===== src/pdm_pkg.sv =====
// Constants shared by the program/data space mapper.
package pdm_pkg;
  localparam int PA_W = 24;
  localparam int DA_W = 16;
  localparam int DW = 16;
  localparam int PAGE_W = 8;
  localparam int WB_AW = 8;
  // Core request operations.
  localparam logic [2:0] OP_DATA_RD = 3'h0;
  localparam logic [2:0] OP_DATA_WR = 3'h1;
  localparam logic [2:0] OP_TBL_RD_LOW = 3'h2;
  localparam logic [2:0] OP_TBL_RD_HIGH = 3'h3;
  localparam logic [2:0] OP_TBL_WR_LOW = 3'h4;
  localparam logic [2:0] OP_TBL_WR_HIGH = 3'h5;
  localparam logic [2:0] OP_MAC_RD = 3'h6;
  // Instruction classes for the extra-cycle count.
  localparam logic [1:0] CLS_MAC_PREFETCH = 2'h0;
  localparam logic [1:0] CLS_MOVE_WORD = 2'h1;
  localparam logic [1:0] CLS_MOVE_DOUBLE = 2'h2;
  localparam logic [1:0] CLS_OTHER = 2'h3;
  localparam logic [1:0] EXTRA_NONE = 2'h0;
  localparam logic [1:0] EXTRA_SHORT = 2'h1;
  localparam logic [1:0] EXTRA_LONG = 2'h2;
  // Working register numbers used as multiply-accumulate pointers.
  localparam logic [3:0] PTR_X_A = 4'h8;
  localparam logic [3:0] PTR_X_B = 4'h9;
  localparam logic [3:0] PTR_Y_A = 4'hA;
  localparam logic [3:0] PTR_Y_B = 4'hB;
  // Fixed data space layout.
  localparam logic [15:0] Y_FIRST = 16'h1800;
  localparam logic [15:0] Y_LAST = 16'h1FFF;
  localparam logic [15:0] DM_LAST = 16'h27FF;
  localparam int EA_MSB = 15;
  localparam int CFG_SPACE_BIT = 7;
  // Register byte offsets.
  localparam logic [7:0] REG_CORE_CONTROL = 8'h00;
  localparam logic [7:0] REG_PROGRAM_VIEW_PAGE = 8'h04;
  localparam logic [7:0] REG_TABLE_PAGE = 8'h08;
  localparam logic [7:0] REG_X_MOD_START = 8'h0C;
  localparam logic [7:0] REG_X_MOD_END = 8'h10;
  localparam logic [7:0] REG_Y_MOD_START = 8'h14;
  localparam logic [7:0] REG_Y_MOD_END = 8'h18;
  localparam logic [7:0] REG_BITREV_WIDTH = 8'h1C;
  localparam logic [7:0] REG_STATUS = 8'h20;
  // Core control fields.
  localparam int CC_PROGRAM_VIEW_ENABLE = 0;
  localparam int CC_X_MOD_EN = 1;
  localparam int CC_Y_MOD_EN = 2;
  localparam int CC_BITREV_EN = 3;
  localparam int CC_W = 4;
  // Status fields.
  localparam int ST_BUSY = 0;
  localparam int ST_REDIRECTED = 1;
  localparam int ST_INVALID = 2;
  localparam int ST_TABLE_CFG = 3;
  // Reset values.
  localparam logic [CC_W-1:0] CORE_CONTROL_RST = 4'h0;
  localparam logic [7:0] PAGE_RST = 8'h00;
  localparam logic [15:0] MOD_START_RST = 16'h0000;
  localparam logic [15:0] MOD_END_RST = 16'hFFFE;
  localparam logic [3:0] BITREV_WIDTH_RST = 4'h0;
endpackage : pdm_pkg


===== src/pdm_read_format.sv =====
// Read-data formatter: places program or data words on the 16-bit X read path.
`timescale 1ns/1ps
module pdm_read_format
(
  input wire logic [2:0] op_i,
  input wire logic byte_i,
  input wire logic byte_sel_i,
  input wire logic from_pm_i,
  input wire logic zero_i,
  input wire logic [pdm_pkg::PA_W-1:0] pm_word_i,
  input wire logic [pdm_pkg::DW-1:0] dm_word_i,
  output logic [pdm_pkg::DW-1:0] data_o
);
  import pdm_pkg::*;

  logic [DW-1:0] low_word;

  always_comb
  begin
    low_word = from_pm_i ? pm_word_i[15:0] : dm_word_i;
    if (zero_i)
    begin
      data_o = 16'h0000;
    end
    else if (op_i == OP_TBL_RD_HIGH)
    begin
      data_o = (byte_i && byte_sel_i) ? 16'h0000 : {8'h00, pm_word_i[23:16]};
    end
    else if (byte_i)
    begin
      data_o = {8'h00, byte_sel_i ? low_word[15:8] : low_word[7:0]};
    end
    else
    begin
      data_o = low_word;
    end
  end
endmodule : pdm_read_format


===== src/pdm_mapper.sv =====
// Program/data space mapper: table access, program view window and X/Y data paths.
// Behaviour
// - Program words are 24 bits; program addresses step by two per word.
// - Only high table operations reach the upper program byte as data.
// - Low table ops use the low word space, high ops the upper byte space.
// - Word low table read returns program bits 15..0 unchanged.
// - Byte low table read returns bits 7..0 or 15..8 by byte select.
// - Word high table read returns bits 23..16 low, upper byte zero.
// - Byte high table read returns bits 23..16 on select zero, else zero.
// - Upper 32 Kbytes of data space map onto any 16K-word program page.
// - Redirect only when address bit 15 and program view enable are set.
// - Redirected address: low 15 EA bits, page register gives bits 22..15.
// - A redirected read returns only the low 16 bits of the program word.
// - Program view redirection is suspended during table reads and writes.
// - Outside repeat: one extra cycle for prefetch/move classes, else two.
// - In repeat: two extra on first, last, interrupt exit, re-entry; else none.
// - Data addresses are 16-bit byte addresses spanning 64 Kbytes.
// - Non multiply-accumulate accesses see all data space linearly over X.
// - MAC reads use W10/W11 for Y, W8/W9 for X, both concurrently.
// - All data writes use the X write bus; the Y bus never writes.
// - Bit-reversed addressing only for X writes; modulo on X and Y.
// - Y serves only MAC prefetch; X/Y boundary is fixed.
// - Unimplemented addresses and wrong-space MAC pointers read as zero.
// - Table address is table page plus EA; page bit 7 selects config space.
`timescale 1ns/1ps
module pdm_mapper
(
  input wire logic clk_i,
  input wire logic rst_i,
  input wire logic wb_cyc_i,
  input wire logic wb_stb_i,
  input wire logic wb_we_i,
  input wire logic [pdm_pkg::WB_AW-1:0] wb_adr_i,
  input wire logic [3:0] wb_sel_i,
  input wire logic [31:0] wb_dat_i,
  output logic [31:0] wb_dat_o,
  output logic wb_ack_o,
  input wire logic req_valid_i,
  output logic req_ready_o,
  input wire logic [2:0] req_op_i,
  input wire logic req_byte_i,
  input wire logic [pdm_pkg::DA_W-1:0] req_ea_i,
  input wire logic [pdm_pkg::DW-1:0] req_wdata_i,
  input wire logic [1:0] req_class_i,
  input wire logic rep_active_i,
  input wire logic rep_first_i,
  input wire logic rep_last_i,
  input wire logic rep_int_exit_i,
  input wire logic rep_reenter_i,
  input wire logic [pdm_pkg::DA_W-1:0] mac_y_ea_i,
  input wire logic [3:0] mac_x_ptr_i,
  input wire logic [3:0] mac_y_ptr_i,
  output logic done_o,
  output logic [pdm_pkg::DW-1:0] x_rdata_o,
  output logic [pdm_pkg::DW-1:0] y_rdata_o,
  output logic redirected_o,
  output logic [pdm_pkg::PA_W-1:0] pm_addr_o,
  output logic pm_rd_o,
  output logic pm_wr_o,
  output logic [2:0] pm_lane_o,
  output logic [pdm_pkg::PA_W-1:0] pm_wdata_o,
  input wire logic [pdm_pkg::PA_W-1:0] pm_rdata_i,
  output logic [pdm_pkg::DA_W-1:0] dm_addr_o,
  output logic dm_rd_o,
  output logic dm_wr_o,
  output logic [1:0] dm_be_o,
  output logic [pdm_pkg::DW-1:0] dm_wdata_o,
  input wire logic [pdm_pkg::DW-1:0] dm_rdata_i,
  output logic [pdm_pkg::DA_W-1:0] ym_addr_o,
  output logic ym_rd_o,
  input wire logic [pdm_pkg::DW-1:0] ym_rdata_i
);
  import pdm_pkg::*;

  typedef enum logic [3:0]
  {
    S_IDLE = 4'h1,
    S_ACCESS = 4'h2,
    S_STALL = 4'h4,
    S_DONE = 4'h8
  } pdm_state_t;

  function automatic logic in_y(input logic [15:0] ea);
    in_y = (ea >= Y_FIRST) && (ea <= Y_LAST);
  endfunction : in_y

  // Modulo wrap for a pointer that has stepped one word past either end.
  function automatic logic [15:0] wrap(input logic [15:0] ea, input logic [15:0] s,
                                       input logic [15:0] e);
    wrap = (ea > e) ? s : ((ea < s) ? (e & 16'hFFFE) : ea);
  endfunction : wrap

  function automatic logic [15:0] bit_rev(input logic [15:0] ea, input logic [3:0] n);
    bit_rev = ea;
    for (int i = 0; i < 16; i++)
    begin
      if (i < int'(n))
      begin
        bit_rev[i] = ea[int'(n) - 1 - i];
      end
    end
  endfunction : bit_rev

  function automatic logic [15:0] lane_write(input logic [15:0] old, input logic [31:0] d,
                                             input logic [3:0] sel);
    lane_write = {sel[1] ? d[15:8] : old[15:8], sel[0] ? d[7:0] : old[7:0]};
  endfunction : lane_write

  pdm_state_t state_reg;
  logic [CC_W-1:0] core_control_reg;
  logic [PAGE_W-1:0] program_view_page_reg;
  logic [PAGE_W-1:0] table_page_reg;
  logic [15:0] x_mod_start_reg;
  logic [15:0] x_mod_end_reg;
  logic [15:0] y_mod_start_reg;
  logic [15:0] y_mod_end_reg;
  logic [3:0] bitrev_width_reg;
  logic [2:0] op_reg;
  logic byte_reg;
  logic byte_sel_reg;
  logic from_pm_reg;
  logic x_zero_reg;
  logic y_zero_reg;
  logic invalid_reg;
  logic table_cfg_reg;
  logic [1:0] extra_reg;
  logic [1:0] stall_cnt_reg;
  logic ack_reg;
  logic [31:0] wb_dat_reg;

  logic accept;
  logic is_table;
  logic is_write;
  logic is_mac;
  logic redirect;
  logic [15:0] x_ea;
  logic [15:0] y_ea;
  logic x_bad;
  logic y_bad;
  logic [1:0] extra_next;
  logic [DW-1:0] x_fmt;
  logic wb_req;

  assign accept = req_valid_i && (state_reg == S_IDLE);
  assign req_ready_o = (state_reg == S_IDLE);
  assign done_o = (state_reg == S_DONE);
  assign is_table = (req_op_i >= OP_TBL_RD_LOW) && (req_op_i <= OP_TBL_WR_HIGH);
  assign is_write = (req_op_i == OP_DATA_WR);
  assign is_mac = (req_op_i == OP_MAC_RD);
  // Table operations see program space directly, so the window must not steer them.
  assign redirect = !is_table && req_ea_i[EA_MSB]
                    && core_control_reg[CC_PROGRAM_VIEW_ENABLE];

  // X address: modulo for all, bit reversal only when writing.
  always_comb
  begin
    x_ea = core_control_reg[CC_X_MOD_EN] ?
           wrap(req_ea_i, x_mod_start_reg, x_mod_end_reg) : req_ea_i;
    if (is_write && core_control_reg[CC_BITREV_EN])
    begin
      x_ea = bit_rev(x_ea, bitrev_width_reg);
    end
    y_ea = core_control_reg[CC_Y_MOD_EN] ?
           wrap(mac_y_ea_i, y_mod_start_reg, y_mod_end_reg) : mac_y_ea_i;
  end

  // Invalid reads: outside physical memory, or the wrong pointer/space pairing.
  always_comb
  begin
    x_bad = !redirect && !is_table && (x_ea > DM_LAST);
    y_bad = 1'b0;
    if (is_mac)
    begin
      x_bad = x_bad || (!redirect && in_y(x_ea))
              || !((mac_x_ptr_i == PTR_X_A) || (mac_x_ptr_i == PTR_X_B));
      y_bad = !in_y(y_ea)
              || !((mac_y_ptr_i == PTR_Y_A) || (mac_y_ptr_i == PTR_Y_B));
    end
  end

  always_comb
  begin
    extra_next = EXTRA_NONE;
    if (redirect)
    begin
      if (rep_active_i)
      begin
        if (rep_first_i || rep_last_i || rep_int_exit_i || rep_reenter_i)
        begin
          extra_next = EXTRA_LONG;
        end
      end
      else if (req_class_i != CLS_OTHER)
      begin
        extra_next = EXTRA_SHORT;
      end
      else
      begin
        extra_next = EXTRA_LONG;
      end
    end
  end

  always_ff @(posedge clk_i)
  begin
    if (rst_i)
    begin
      state_reg <= S_IDLE;
      stall_cnt_reg <= EXTRA_NONE;
    end
    else
    begin
      case (state_reg)
        S_IDLE:
        begin
          if (accept)
          begin
            state_reg <= S_ACCESS;
          end
        end
        S_ACCESS:
        begin
          stall_cnt_reg <= extra_reg;
          state_reg <= (extra_reg == EXTRA_NONE) ? S_DONE : S_STALL;
        end
        S_STALL:
        begin
          stall_cnt_reg <= stall_cnt_reg - 2'h1;
          if (stall_cnt_reg == EXTRA_SHORT)
          begin
            state_reg <= S_DONE;
          end
        end
        S_DONE:
        begin
          state_reg <= S_IDLE;
        end
        default:
        begin
          state_reg <= S_IDLE;
        end
      endcase
    end
  end

  // Request context, kept for the formatter and status.
  always_ff @(posedge clk_i)
  begin
    if (rst_i)
    begin
      op_reg <= OP_DATA_RD;
      byte_reg <= 1'b0;
      byte_sel_reg <= 1'b0;
      from_pm_reg <= 1'b0;
      x_zero_reg <= 1'b0;
      y_zero_reg <= 1'b0;
      invalid_reg <= 1'b0;
      table_cfg_reg <= 1'b0;
      extra_reg <= EXTRA_NONE;
      redirected_o <= 1'b0;
    end
    else if (accept)
    begin
      op_reg <= req_op_i;
      byte_reg <= req_byte_i;
      byte_sel_reg <= req_ea_i[0];
      from_pm_reg <= is_table || redirect;
      x_zero_reg <= x_bad;
      y_zero_reg <= y_bad;
      invalid_reg <= x_bad || y_bad;
      table_cfg_reg <= is_table && table_page_reg[CFG_SPACE_BIT];
      extra_reg <= extra_next;
      redirected_o <= redirect;
    end
  end

  // Memory strobes: one cycle long, in the cycle after the request is taken.
  always_ff @(posedge clk_i)
  begin
    if (rst_i)
    begin
      pm_addr_o <= 24'h000000;
      pm_rd_o <= 1'b0;
      pm_wr_o <= 1'b0;
      pm_lane_o <= 3'h0;
      pm_wdata_o <= 24'h000000;
      dm_addr_o <= 16'h0000;
      dm_rd_o <= 1'b0;
      dm_wr_o <= 1'b0;
      dm_be_o <= 2'h0;
      dm_wdata_o <= 16'h0000;
      ym_addr_o <= 16'h0000;
      ym_rd_o <= 1'b0;
    end
    else
    begin
      pm_rd_o <= 1'b0;
      pm_wr_o <= 1'b0;
      dm_rd_o <= 1'b0;
      dm_wr_o <= 1'b0;
      ym_rd_o <= 1'b0;
      if (accept)
      begin
        if (is_table)
        begin
          // Word address: bit 0 is only the byte select, so words step by two.
          pm_addr_o <= {table_page_reg, req_ea_i[15:1], 1'b0};
          pm_rd_o <= (req_op_i == OP_TBL_RD_LOW) || (req_op_i == OP_TBL_RD_HIGH);
          pm_wr_o <= (req_op_i == OP_TBL_WR_LOW) || (req_op_i == OP_TBL_WR_HIGH);
          if (req_op_i == OP_TBL_WR_HIGH)
          begin
            pm_wdata_o <= {req_wdata_i[7:0], 16'h0000};
            pm_lane_o <= (req_byte_i && req_ea_i[0]) ? 3'h0 : 3'h4;
          end
          else
          begin
            pm_wdata_o <= {8'h00, req_byte_i ? {2{req_wdata_i[7:0]}} : req_wdata_i};
            pm_lane_o <= !req_byte_i ? 3'h3 : (req_ea_i[0] ? 3'h2 : 3'h1);
          end
        end
        else if (redirect)
        begin
          pm_addr_o <= {1'b0, program_view_page_reg, req_ea_i[14:1], 1'b0};
          pm_rd_o <= !is_write;
          pm_lane_o <= 3'h0;
        end
        else
        begin
          dm_addr_o <= x_ea;
          dm_rd_o <= !is_write && !x_bad;
          dm_wr_o <= is_write && (x_ea <= DM_LAST);
          dm_be_o <= !req_byte_i ? 2'h3 : (x_ea[0] ? 2'h2 : 2'h1);
          dm_wdata_o <= req_byte_i ? {2{req_wdata_i[7:0]}} : req_wdata_i;
        end
        if (is_mac)
        begin
          ym_addr_o <= y_ea;
          ym_rd_o <= !y_bad;
        end
      end
    end
  end

  pdm_read_format u_read_format
  (
    .op_i(op_reg),
    .byte_i(byte_reg),
    .byte_sel_i(byte_sel_reg),
    .from_pm_i(from_pm_reg),
    .zero_i(x_zero_reg),
    .pm_word_i(pm_rdata_i),
    .dm_word_i(dm_rdata_i),
    .data_o(x_fmt)
  );

  // Results are captured once and then held through the stall cycles.
  always_ff @(posedge clk_i)
  begin
    if (rst_i)
    begin
      x_rdata_o <= 16'h0000;
      y_rdata_o <= 16'h0000;
    end
    else if ((state_reg == S_ACCESS) && (op_reg != OP_DATA_WR)
             && (op_reg != OP_TBL_WR_LOW) && (op_reg != OP_TBL_WR_HIGH))
    begin
      x_rdata_o <= x_fmt;
      y_rdata_o <= y_zero_reg ? 16'h0000 : ym_rdata_i;
    end
  end

  // Wishbone classic slave: ack one cycle after the strobe, dropped the next.
  assign wb_req = wb_cyc_i && wb_stb_i && !ack_reg;
  assign wb_ack_o = ack_reg;
  assign wb_dat_o = wb_dat_reg;

  always_ff @(posedge clk_i)
  begin
    if (rst_i)
    begin
      ack_reg <= 1'b0;
      wb_dat_reg <= 32'h00000000;
    end
    else
    begin
      ack_reg <= wb_req;
      if (wb_req && !wb_we_i)
      begin
        case (wb_adr_i)
          REG_CORE_CONTROL: wb_dat_reg <= {28'h0000000, core_control_reg};
          REG_PROGRAM_VIEW_PAGE: wb_dat_reg <= {24'h000000, program_view_page_reg};
          REG_TABLE_PAGE: wb_dat_reg <= {24'h000000, table_page_reg};
          REG_X_MOD_START: wb_dat_reg <= {16'h0000, x_mod_start_reg};
          REG_X_MOD_END: wb_dat_reg <= {16'h0000, x_mod_end_reg};
          REG_Y_MOD_START: wb_dat_reg <= {16'h0000, y_mod_start_reg};
          REG_Y_MOD_END: wb_dat_reg <= {16'h0000, y_mod_end_reg};
          REG_BITREV_WIDTH: wb_dat_reg <= {28'h0000000, bitrev_width_reg};
          REG_STATUS: wb_dat_reg <= {28'h0000000, table_cfg_reg, invalid_reg,
                                     redirected_o, (state_reg != S_IDLE)};
          default: wb_dat_reg <= 32'h00000000;
        endcase
      end
    end
  end

  // Register writes; the X/Y boundary has no register and cannot be moved.
  always_ff @(posedge clk_i)
  begin
    if (rst_i)
    begin
      core_control_reg <= CORE_CONTROL_RST;
      program_view_page_reg <= PAGE_RST;
      table_page_reg <= PAGE_RST;
      x_mod_start_reg <= MOD_START_RST;
      x_mod_end_reg <= MOD_END_RST;
      y_mod_start_reg <= MOD_START_RST;
      y_mod_end_reg <= MOD_END_RST;
      bitrev_width_reg <= BITREV_WIDTH_RST;
    end
    else if (wb_req && wb_we_i && (wb_sel_i[1:0] != 2'h0))
    begin
      case (wb_adr_i)
        REG_CORE_CONTROL: if (wb_sel_i[0]) core_control_reg <= wb_dat_i[CC_W-1:0];
        REG_PROGRAM_VIEW_PAGE: if (wb_sel_i[0]) program_view_page_reg <= wb_dat_i[7:0];
        REG_TABLE_PAGE: if (wb_sel_i[0]) table_page_reg <= wb_dat_i[7:0];
        REG_X_MOD_START: x_mod_start_reg <= lane_write(x_mod_start_reg, wb_dat_i, wb_sel_i);
        REG_X_MOD_END: x_mod_end_reg <= lane_write(x_mod_end_reg, wb_dat_i, wb_sel_i);
        REG_Y_MOD_START: y_mod_start_reg <= lane_write(y_mod_start_reg, wb_dat_i, wb_sel_i);
        REG_Y_MOD_END: y_mod_end_reg <= lane_write(y_mod_end_reg, wb_dat_i, wb_sel_i);
        REG_BITREV_WIDTH: if (wb_sel_i[0]) bitrev_width_reg <= wb_dat_i[3:0];
        default:
        begin
        end
      endcase
    end
  end
endmodule : pdm_mapper


===== config.mk =====
export PLATFORM = sky130hd
export DESIGN_NAME = pdm_mapper
export DESIGN_NICKNAME = d
export VERILOG_FILES = /design/src/pdm_pkg.sv /design/src/pdm_read_format.sv /design/src/pdm_mapper.sv
export SDC_FILE = /design/constraint.sdc
export NUM_CORES = 1
export LEC_CHECK = 0
export BUFFER_PORTS_ARGS = -buffer_cell sky130_fd_sc_hd__clkbuf_2
export CAP_MARGIN = 20
export CORE_MARGIN = 10
export CORE_UTILIZATION = 50
export DETAILED_ROUTE_END_ITERATION = 10
export GPL_ROUTABILITY_DRIVEN = 1
export GPL_TIMING_DRIVEN = 0
export PLACE_DENSITY = 0.76
export SKIP_LAST_GASP = 1
export SLEW_MARGIN = 15
export SYNTH_ARGS = -nofsm -noshare
export SYNTH_HDL_FRONTEND = slang
export SYNTH_SLANG_ARGS = --single-unit

===== constraint.sdc =====
create_clock -name clk_i -period 9.3 [get_ports clk_i]
set_input_delay 2.325 -clock clk_i [delete_from_list [all_inputs] [get_ports clk_i]]
set_output_delay 2.325 -clock clk_i [all_outputs]
set_load 0.05 [all_outputs]

* Word level (Yosys, flattened, before mapping)
Cells that the tools add are included.
** Storage, ports and cells
- Bits in registers :: 278
- Output and inout port bits :: 174
** Cells by class
- Add/subtract/negate cells :: 16
- $lt $le $gt $ge :: 42
- Eq/ne operators :: 31
- Muxes and demuxes :: 100
- Bitwise operators :: 4
- Reduce and logical (&&, ||, !) cells :: 71
** Operator list (number)
- 32-bit by 6-bit < comparator with 1-bit output (second input constant) :: 13
- 16-bit 2-to-1 mux :: 12
- 16-bit case mux with 9 select lines :: 1
- 24-bit 2-to-1 mux :: 3
- 1-bit binary-select mux with 4-bit select :: 15
- 1-bit 2-to-1 mux :: 49
- 5-bit by 5-bit subtractor with 6-bit output (second input constant) :: 7
- 3-bit AND reduction :: 13
- 8-bit by 5-bit equality test with 1-bit output (second input constant) :: 4
- 16-bit by 13-bit >= comparator with 1-bit output (second input constant) :: 2
- 16-bit greater-than comparator :: 2
- 16-bit by 13-bit less-or-equal comparator with 1-bit output (second input constant) :: 2
- 16-bit < comparator :: 2
- 4-bit < comparator (first input constant) :: 7
- 5-bit by 4-bit subtractor with 6-bit output (second input constant) :: 4
- 1-bit logical AND :: 23
- 4-bit equality test (second input constant) :: 5
- 8-bit by 4-bit equality test with 1-bit output (second input constant) :: 2
- 16-bit by 14-bit greater-than comparator with 1-bit output (second input constant) :: 1
- 16-bit by 14-bit less-or-equal comparator with 1-bit output (second input constant) :: 1
- 3-bit by 4-bit < comparator with 1-bit output (first input constant) :: 4
- 2-bit 2-to-1 mux :: 8
- 8-bit 2-to-1 mux :: 2
- 15-bit 2-to-1 mux :: 1
- other kinds (38) :: 81

* Logic depth before layout (Yosys ltp)
- Depth after elaboration :: 17
- Gate-level depth with buffers :: 16
- Mapped depth without buffers :: 14

* Cells and area by module
From an unflattened synthesis, not the netlist that was laid out.
** Second synthesis, totals
- Cells, all modules :: 1781
- Area, all modules :: 14173.6 sq um
** Modules (own cells, without submodules)
- pdm_mapper :: times used 1, cells an instance 1722, area each 13743.2 sq um, sequential area each 5225.0 sq um
- pdm_read_format :: times used 1, cells an instance 59, area each 430.4 sq um, sequential area each 0.0 sq um

* Worst setup path after synthesis
No wires, ideal clock.
- Kind :: in2reg
- Start :: input req_ea_i[14] (netlist bit)
- End :: register invalid_reg
- Data arrival time :: 5803 ps
- Data required time :: 9168 ps
- Slack :: 3365 ps
- Stages on the path :: 14
- Buffers on the path :: 1
- Cell sequence :: ha_1 -> nand4_1 -> or4_1 -> a21oi_2 -> nor4b_2 -> o21a_4 -> buf_6 -> a221o_1 -> mux4_2 -> o31a_1 -> a31oi_1 -> o221ai_2 -> a2111oi_2 -> nor3_1
** Between the ends
- Longest elaborated chain between the ends :: 16
- Elaborated cells on any way between the ends :: 76
- Classes of those cells :: order compare: 5; mux: 65; reduce/logical: 6
** Ends and longest elaborated chain
- from (decl) :: line pdm_mapper.sv:42 : input wire logic [pdm_pkg::DA_W-1:0] req_ea_i,
- 16-bit < comparator :: line pdm_mapper.sv:90 : wrap = (ea > e) ? s : ((ea < s) ? (e & 16'hFFFE) : ea);
- 16-bit 2-to-1 mux (2 in series) :: line pdm_mapper.sv:90
- 16-bit 2-to-1 mux (*) :: line pdm_mapper.sv:157 : x_ea = core_control_reg[CC_X_MOD_EN] ?
- 1-bit binary-select mux with 4-bit select :: line pdm_mapper.sv:99 : bit_rev[i] = ea[int'(n) - 1 - i];
- 1-bit 2-to-1 mux (not written as such) (2 in series) :: line pdm_mapper.sv:99
- 1-bit 2-to-1 mux :: line pdm_mapper.sv:97 : if (i < int'(n))
- 15-bit 2-to-1 mux :: line pdm_mapper.sv:159 : if (is_write && core_control_reg[CC_BITREV_EN])
- 16-bit by 13-bit >= comparator with 1-bit output / 16-bit by 13-bit less-or-equal comparator with 1-bit output (equally long branches) :: line pdm_mapper.sv:84 : in_y = (ea >= Y_FIRST) && (ea <= Y_LAST);
- 1-bit logical AND :: line pdm_mapper.sv:84
- 1-bit logical AND :: line pdm_mapper.sv:174 : x_bad = x_bad || (!redirect && in_y(x_ea))
- 1-bit logical OR :: line pdm_mapper.sv:174
- 1-bit logical OR :: line pdm_mapper.sv:175 : || !((mac_x_ptr_i == PTR_X_A) || (mac_x_ptr_i == PTR_X_B));
- 1-bit 2-to-1 mux (*) :: line pdm_mapper.sv:172 : if (is_mac)
- 1-bit logical OR (*) :: line pdm_mapper.sv:270 : invalid_reg <= x_bad || y_bad;
- to (signal assigned) :: line pdm_mapper.sv:270
- to (decl) :: line pdm_mapper.sv:124 : logic invalid_reg;
Every way passes the cells marked *; elsewhere a longest branch is shown, timed or not. The select of a mux whose other input is x is not followed.
A chain may end at the register's enable or synchronous reset.

* Worst setup path after layout
- Start :: input req_ea_i[15] (netlist bit)
- End :: register invalid_reg
** Between the ends
- Longest elaborated chain between the ends :: 16
- Elaborated cells on any way between the ends :: 80
- Classes of those cells :: order compare: 5; mux: 65; reduce/logical: 10
** Ends and longest elaborated chain (line)
- 16-bit < comparator :: pdm_mapper.sv:90
- 16-bit 2-to-1 mux (2 in series) :: pdm_mapper.sv:90
- 16-bit 2-to-1 mux :: pdm_mapper.sv:157
- 1-bit binary-select mux with 4-bit select :: pdm_mapper.sv:99
- 1-bit 2-to-1 mux (not written as such) (2 in series) :: pdm_mapper.sv:99
- 1-bit 2-to-1 mux :: pdm_mapper.sv:97
- 15-bit 2-to-1 mux :: pdm_mapper.sv:159
- 16-bit by 13-bit >= comparator with 1-bit output / 16-bit by 13-bit less-or-equal comparator with 1-bit output (equally long branches) :: pdm_mapper.sv:84
- 1-bit logical AND :: pdm_mapper.sv:84
- 1-bit logical AND :: pdm_mapper.sv:174
- 1-bit logical OR :: pdm_mapper.sv:174
- 1-bit logical OR :: pdm_mapper.sv:175
- 1-bit 2-to-1 mux (*) :: pdm_mapper.sv:172
- 1-bit logical OR (*) :: pdm_mapper.sv:270
Marks and branches as above.

==> run summary <==
Final TNS setup: 0 ps
synthesized flop and latch total: 261
routed len/inst: 22.0 um
CTS buffer count: 28
Setup Crit Path Kind: in -> reg
# setup viols final: 0
status: completed
drt initial violations: 1405
Post-synth EDFFs: 0
Skew-Pair Late Insertion Delay: 560 ps
CP max-delay cell: a222oi_1
Cell Int Power: 1.93 mW
CTS resizes: 0
post-placement cell area: 0.0161 mm^2
Layout Skew: 17.7 ps
Crit path largest cell delay: 1040 ps
H-tree level count: 1
flop2flop setup slack: 3550 ps
Slew headroom: 21.5%
Power per Cell Area: 165 mW/mm^2
Crit path required time: 9720 ps
Syn Inst Count: 1733
dpl ws: 1500 ps
GRT overflow: 0
I/O pins: 347
final WL: 54.5 mm
vias: 14919
Tmin final: 7260 ps
sequential-to-total area share from yosys stat: 37.2%
clock power share: 38.9%
crit path from: req_ea_i[15]
NetSw: 884 uW
post-synth cell types: 71
final layout net count: 2327
die area: 0.0352 mm^2
final hold viol count: 0
DR vias/cell: 6.02
CORE AREA: 0.0278 mm^2
RR Startpoint: x_mod_end_reg[11]
cts hold-fix bufs: 0
Die W: 188 um
hold_sp: pm_addr_o[11]
Die H: 188 um
GRT Util Overall: 29.0%
Final Max Slew Viols: 0
RSZ-0062 raised after global routing: false
area delta synth->final: 21.0%
setup ws final: 2040 ps
CP max FO: 10
Critical Path AT: 7680 ps
first-pass GRT wire length: 82.9 mm
Clk pin slew, worst setup/hold paths: 60 ps
Least-Margin Pin Slew: 1180 ps
maximum VDD drop: 149 uV
Final Util: 61.2%
post-route antenna net violation count: 0
Port Buffers: 300
CP Capture Type: flop
pin count of the biggest net entering global routing: 15
Core Rows: 61
Max Fclk: 138 MHz
Syn. warnings: 0
share of cells above drive strength 1: 20.1%
HPWL Detailed: 43.6 mm
Most common cell on crit path: nor2_1
Post-Syn Area: 0.0140 mm^2
GP Congestion: 1.01
Worst setup SP type: primary input
CTS Buffer Depth: 3
postcts setup bufs: 0
number of global-route vias before repair: 14610
post-route cell area: 0.0170 mm^2
Leak: 6.95 nW
Min-Delay Path Class: reg -> reg
# fillers: 2607
period utilization: 78.0%
Final Power: 2.81 mW
Num Clock Sinks: 261
antenna violations before repair: 3
MaxCap Viol Count: 0
DRT Pass-1 Iters: 10
Logic pwr share: 18.9%
Starting Density: 50.6%
CTS tree: built
Top FF cell, synth: dfxtp_1
async set or reset register ratio after synthesis: 0%
Biggest register: pm_wdata_o
Critical Path, Cell by Cell: clkbuf_2 > ha_1 > nand4_1 > nor2_1 > a22oi_1 > nor4b_2 > nor2_1 > a222oi_1 > mux4_2 > a211oi_1 > a221oi_1 > o221ai_2 > a2111oi_2 > nor3_1
Syn Area/Cell: 8.11 um^2
max reg flops: 24
sequential fraction of design power: 42.3%
Clock Tree Root: clkbuf_16
biggest registers after layout: pm_wdata_o (24), pm_addr_o (23)
drc violations: 0
Net Sw Frac: 31.4%
final cells by class:
cell class | instances | area, um^2 | area share (%)
Clock inverter | 14 | 120 | 0.706
Buffer | 139 | 609 | 3.58
Sequential cell | 261 | 5230 | 30.7
Timing Repair Buffer | 302 | 1510 | 8.89
Clock buffer | 35 | 777 | 4.57
Multi-Input combinational cell | 1275 | 8010 | 47.1
Inverter | 74 | 278 | 1.63
Tap cell | 378 | 473 | 2.78
Antenna cell | 1 | 2.50 | 0.0147
cells in the mapped netlist (4+ instances only):
| library cell | count | area share, % |
|---|---|---|
| ha_1 | 73 | 6.5 |
| inv_1 | 73 | 2.0 |
| a31oi_1 | 8 | 0.36 |
| xnor2_1 | 11 | 0.69 |
| and3_1 | 9 | 0.40 |
| a221oi_1 | 20 | 1.2 |
| buf_1 | 4 | 0.11 |
| a211o_1 | 33 | 2.1 |
| a211oi_1 | 24 | 1.3 |
| a21oi_1 | 226 | 8.1 |
| nand3b_1 | 6 | 0.32 |
| dfxtp_1 | 261 | 37 |
| nor2b_1 | 8 | 0.36 |
| a222oi_1 | 29 | 2.1 |
| nand2b_1 | 5 | 0.22 |
| buf_4 | 17 | 0.91 |
| nand3_1 | 66 | 2.4 |
| nor3b_1 | 20 | 1.1 |
| mux2_2 | 18 | 1.4 |
| or4b_2 | 4 | 0.29 |
| mux2i_1 | 34 | 2.4 |
| a22oi_1 | 29 | 1.5 |
| o21a_1 | 5 | 0.27 |
| a22o_1 | 24 | 1.5 |
| a21o_1 | 9 | 0.48 |
| a311oi_1 | 10 | 0.62 |
| and2_1 | 13 | 0.58 |
| a32oi_1 | 4 | 0.25 |
| o21ai_0 | 24 | 0.86 |
| nor4b_1 | 4 | 0.25 |
| o211ai_1 | 4 | 0.21 |
| nor4_1 | 4 | 0.18 |
| nor3_1 | 47 | 1.7 |
| clkbuf_2 | 4 | 0.14 |
| nand2_1 | 222 | 5.9 |
| clkbuf_1 | 109 | 2.9 |
| nand4_1 | 8 | 0.36 |
| nor2_1 | 192 | 5.1 |
| mux4_2 | 14 | 2.2 |
| a221o_1 | 10 | 0.71 |
layout by cell type, fill, tap and decap left out, types with 5 or more instances in the layout:
cell,synthesis,routed
clkbuf_8,0,5
mux2i_1,34,34
nand3_1,66,66
and2_1,13,13
clkbuf_2,4,305
nand3b_1,6,6
buf_4,17,17
nor2_1,192,192
o21ai_0,24,24
conb_1,1,17
a222oi_1,29,29
nand2b_1,5,5
nor2b_1,8,8
ha_1,73,73
dfxtp_1,261,261
a311oi_1,10,10
mux4_2,14,14
mux2_2,18,18
a221oi_1,20,20
and3_1,9,9
o21a_1,5,5
a211o_1,33,33
a21o_1,9,9
xnor2_1,11,11
inv_1,73,73
a221o_1,10,10
a22o_1,24,24
nand2_1,222,222
clkbuf_1,109,111
a211oi_1,24,24
clkbuf_16,0,28
a21oi_1,226,226
nor3_1,47,47
nor3b_1,20,20
clkinv_2,0,8
nand4_1,8,8
a31oi_1,8,8
a22oi_1,29,29
kinds of logic after synthesis:
logic type,Yosys count,synth area share [%]
adder cells (fa/ha/maj),73,6.50
multiplexers,66,6.11
XOR/XNOR,14,0.873
flip-flops,261,37.2
other,1,0.0267
buffers and inverters,213,6.32
AO/OA/AOI/OAI,484,23.1
AND/OR/NAND/NOR,621,19.8
through the flow:
step	hold slack, ps	std cells
final	451	2479
after global routing	466	2479
after floorplan	431	1749
after CTS	454	2476
after detailed placement	446	2427
after global placement	440	2427
worst paths after layout:
path,depth (start not counted),endpoint
setup / recovery,14,invalid_reg
hold / removal,2,pm_addr_o[11]
setup reg to reg,14,invalid_reg
hold reg to reg,2,pm_addr_o[11]
power groups by stage:
stage	clock network (mW)	registers (mW)	logic [mW]
global placement	0	1.21	0.519
finish	1.09	1.19	0.531
detailed placement	0	1.21	0.525
global route	1.15	1.19	0.568
floorplan	0	1.33	0.230
CTS	1.10	1.19	0.527
worst max-delay path, delay by kind of cell:
family,cells,cell delay [ps]
adder cells (fa/ha/maj),1,370
AND/OR/NAND/NOR,5,1540
AO/OA/AOI/OAI,6,2770
multiplexers,1,440
buffers and inverters,1,220
routing by layer:
metal  vias to the layer above  share of wire, %  global-route usage (%)
met3                       174               9.9                    7.09
met1                      7014                40                    35.3
li1                       6922                 -                       -
met5                         -             0.042                       0
met2                       805                46                    48.3
met4                         4               3.9                    11.4
Note: power is estimated with default switching activity, not from simulation.
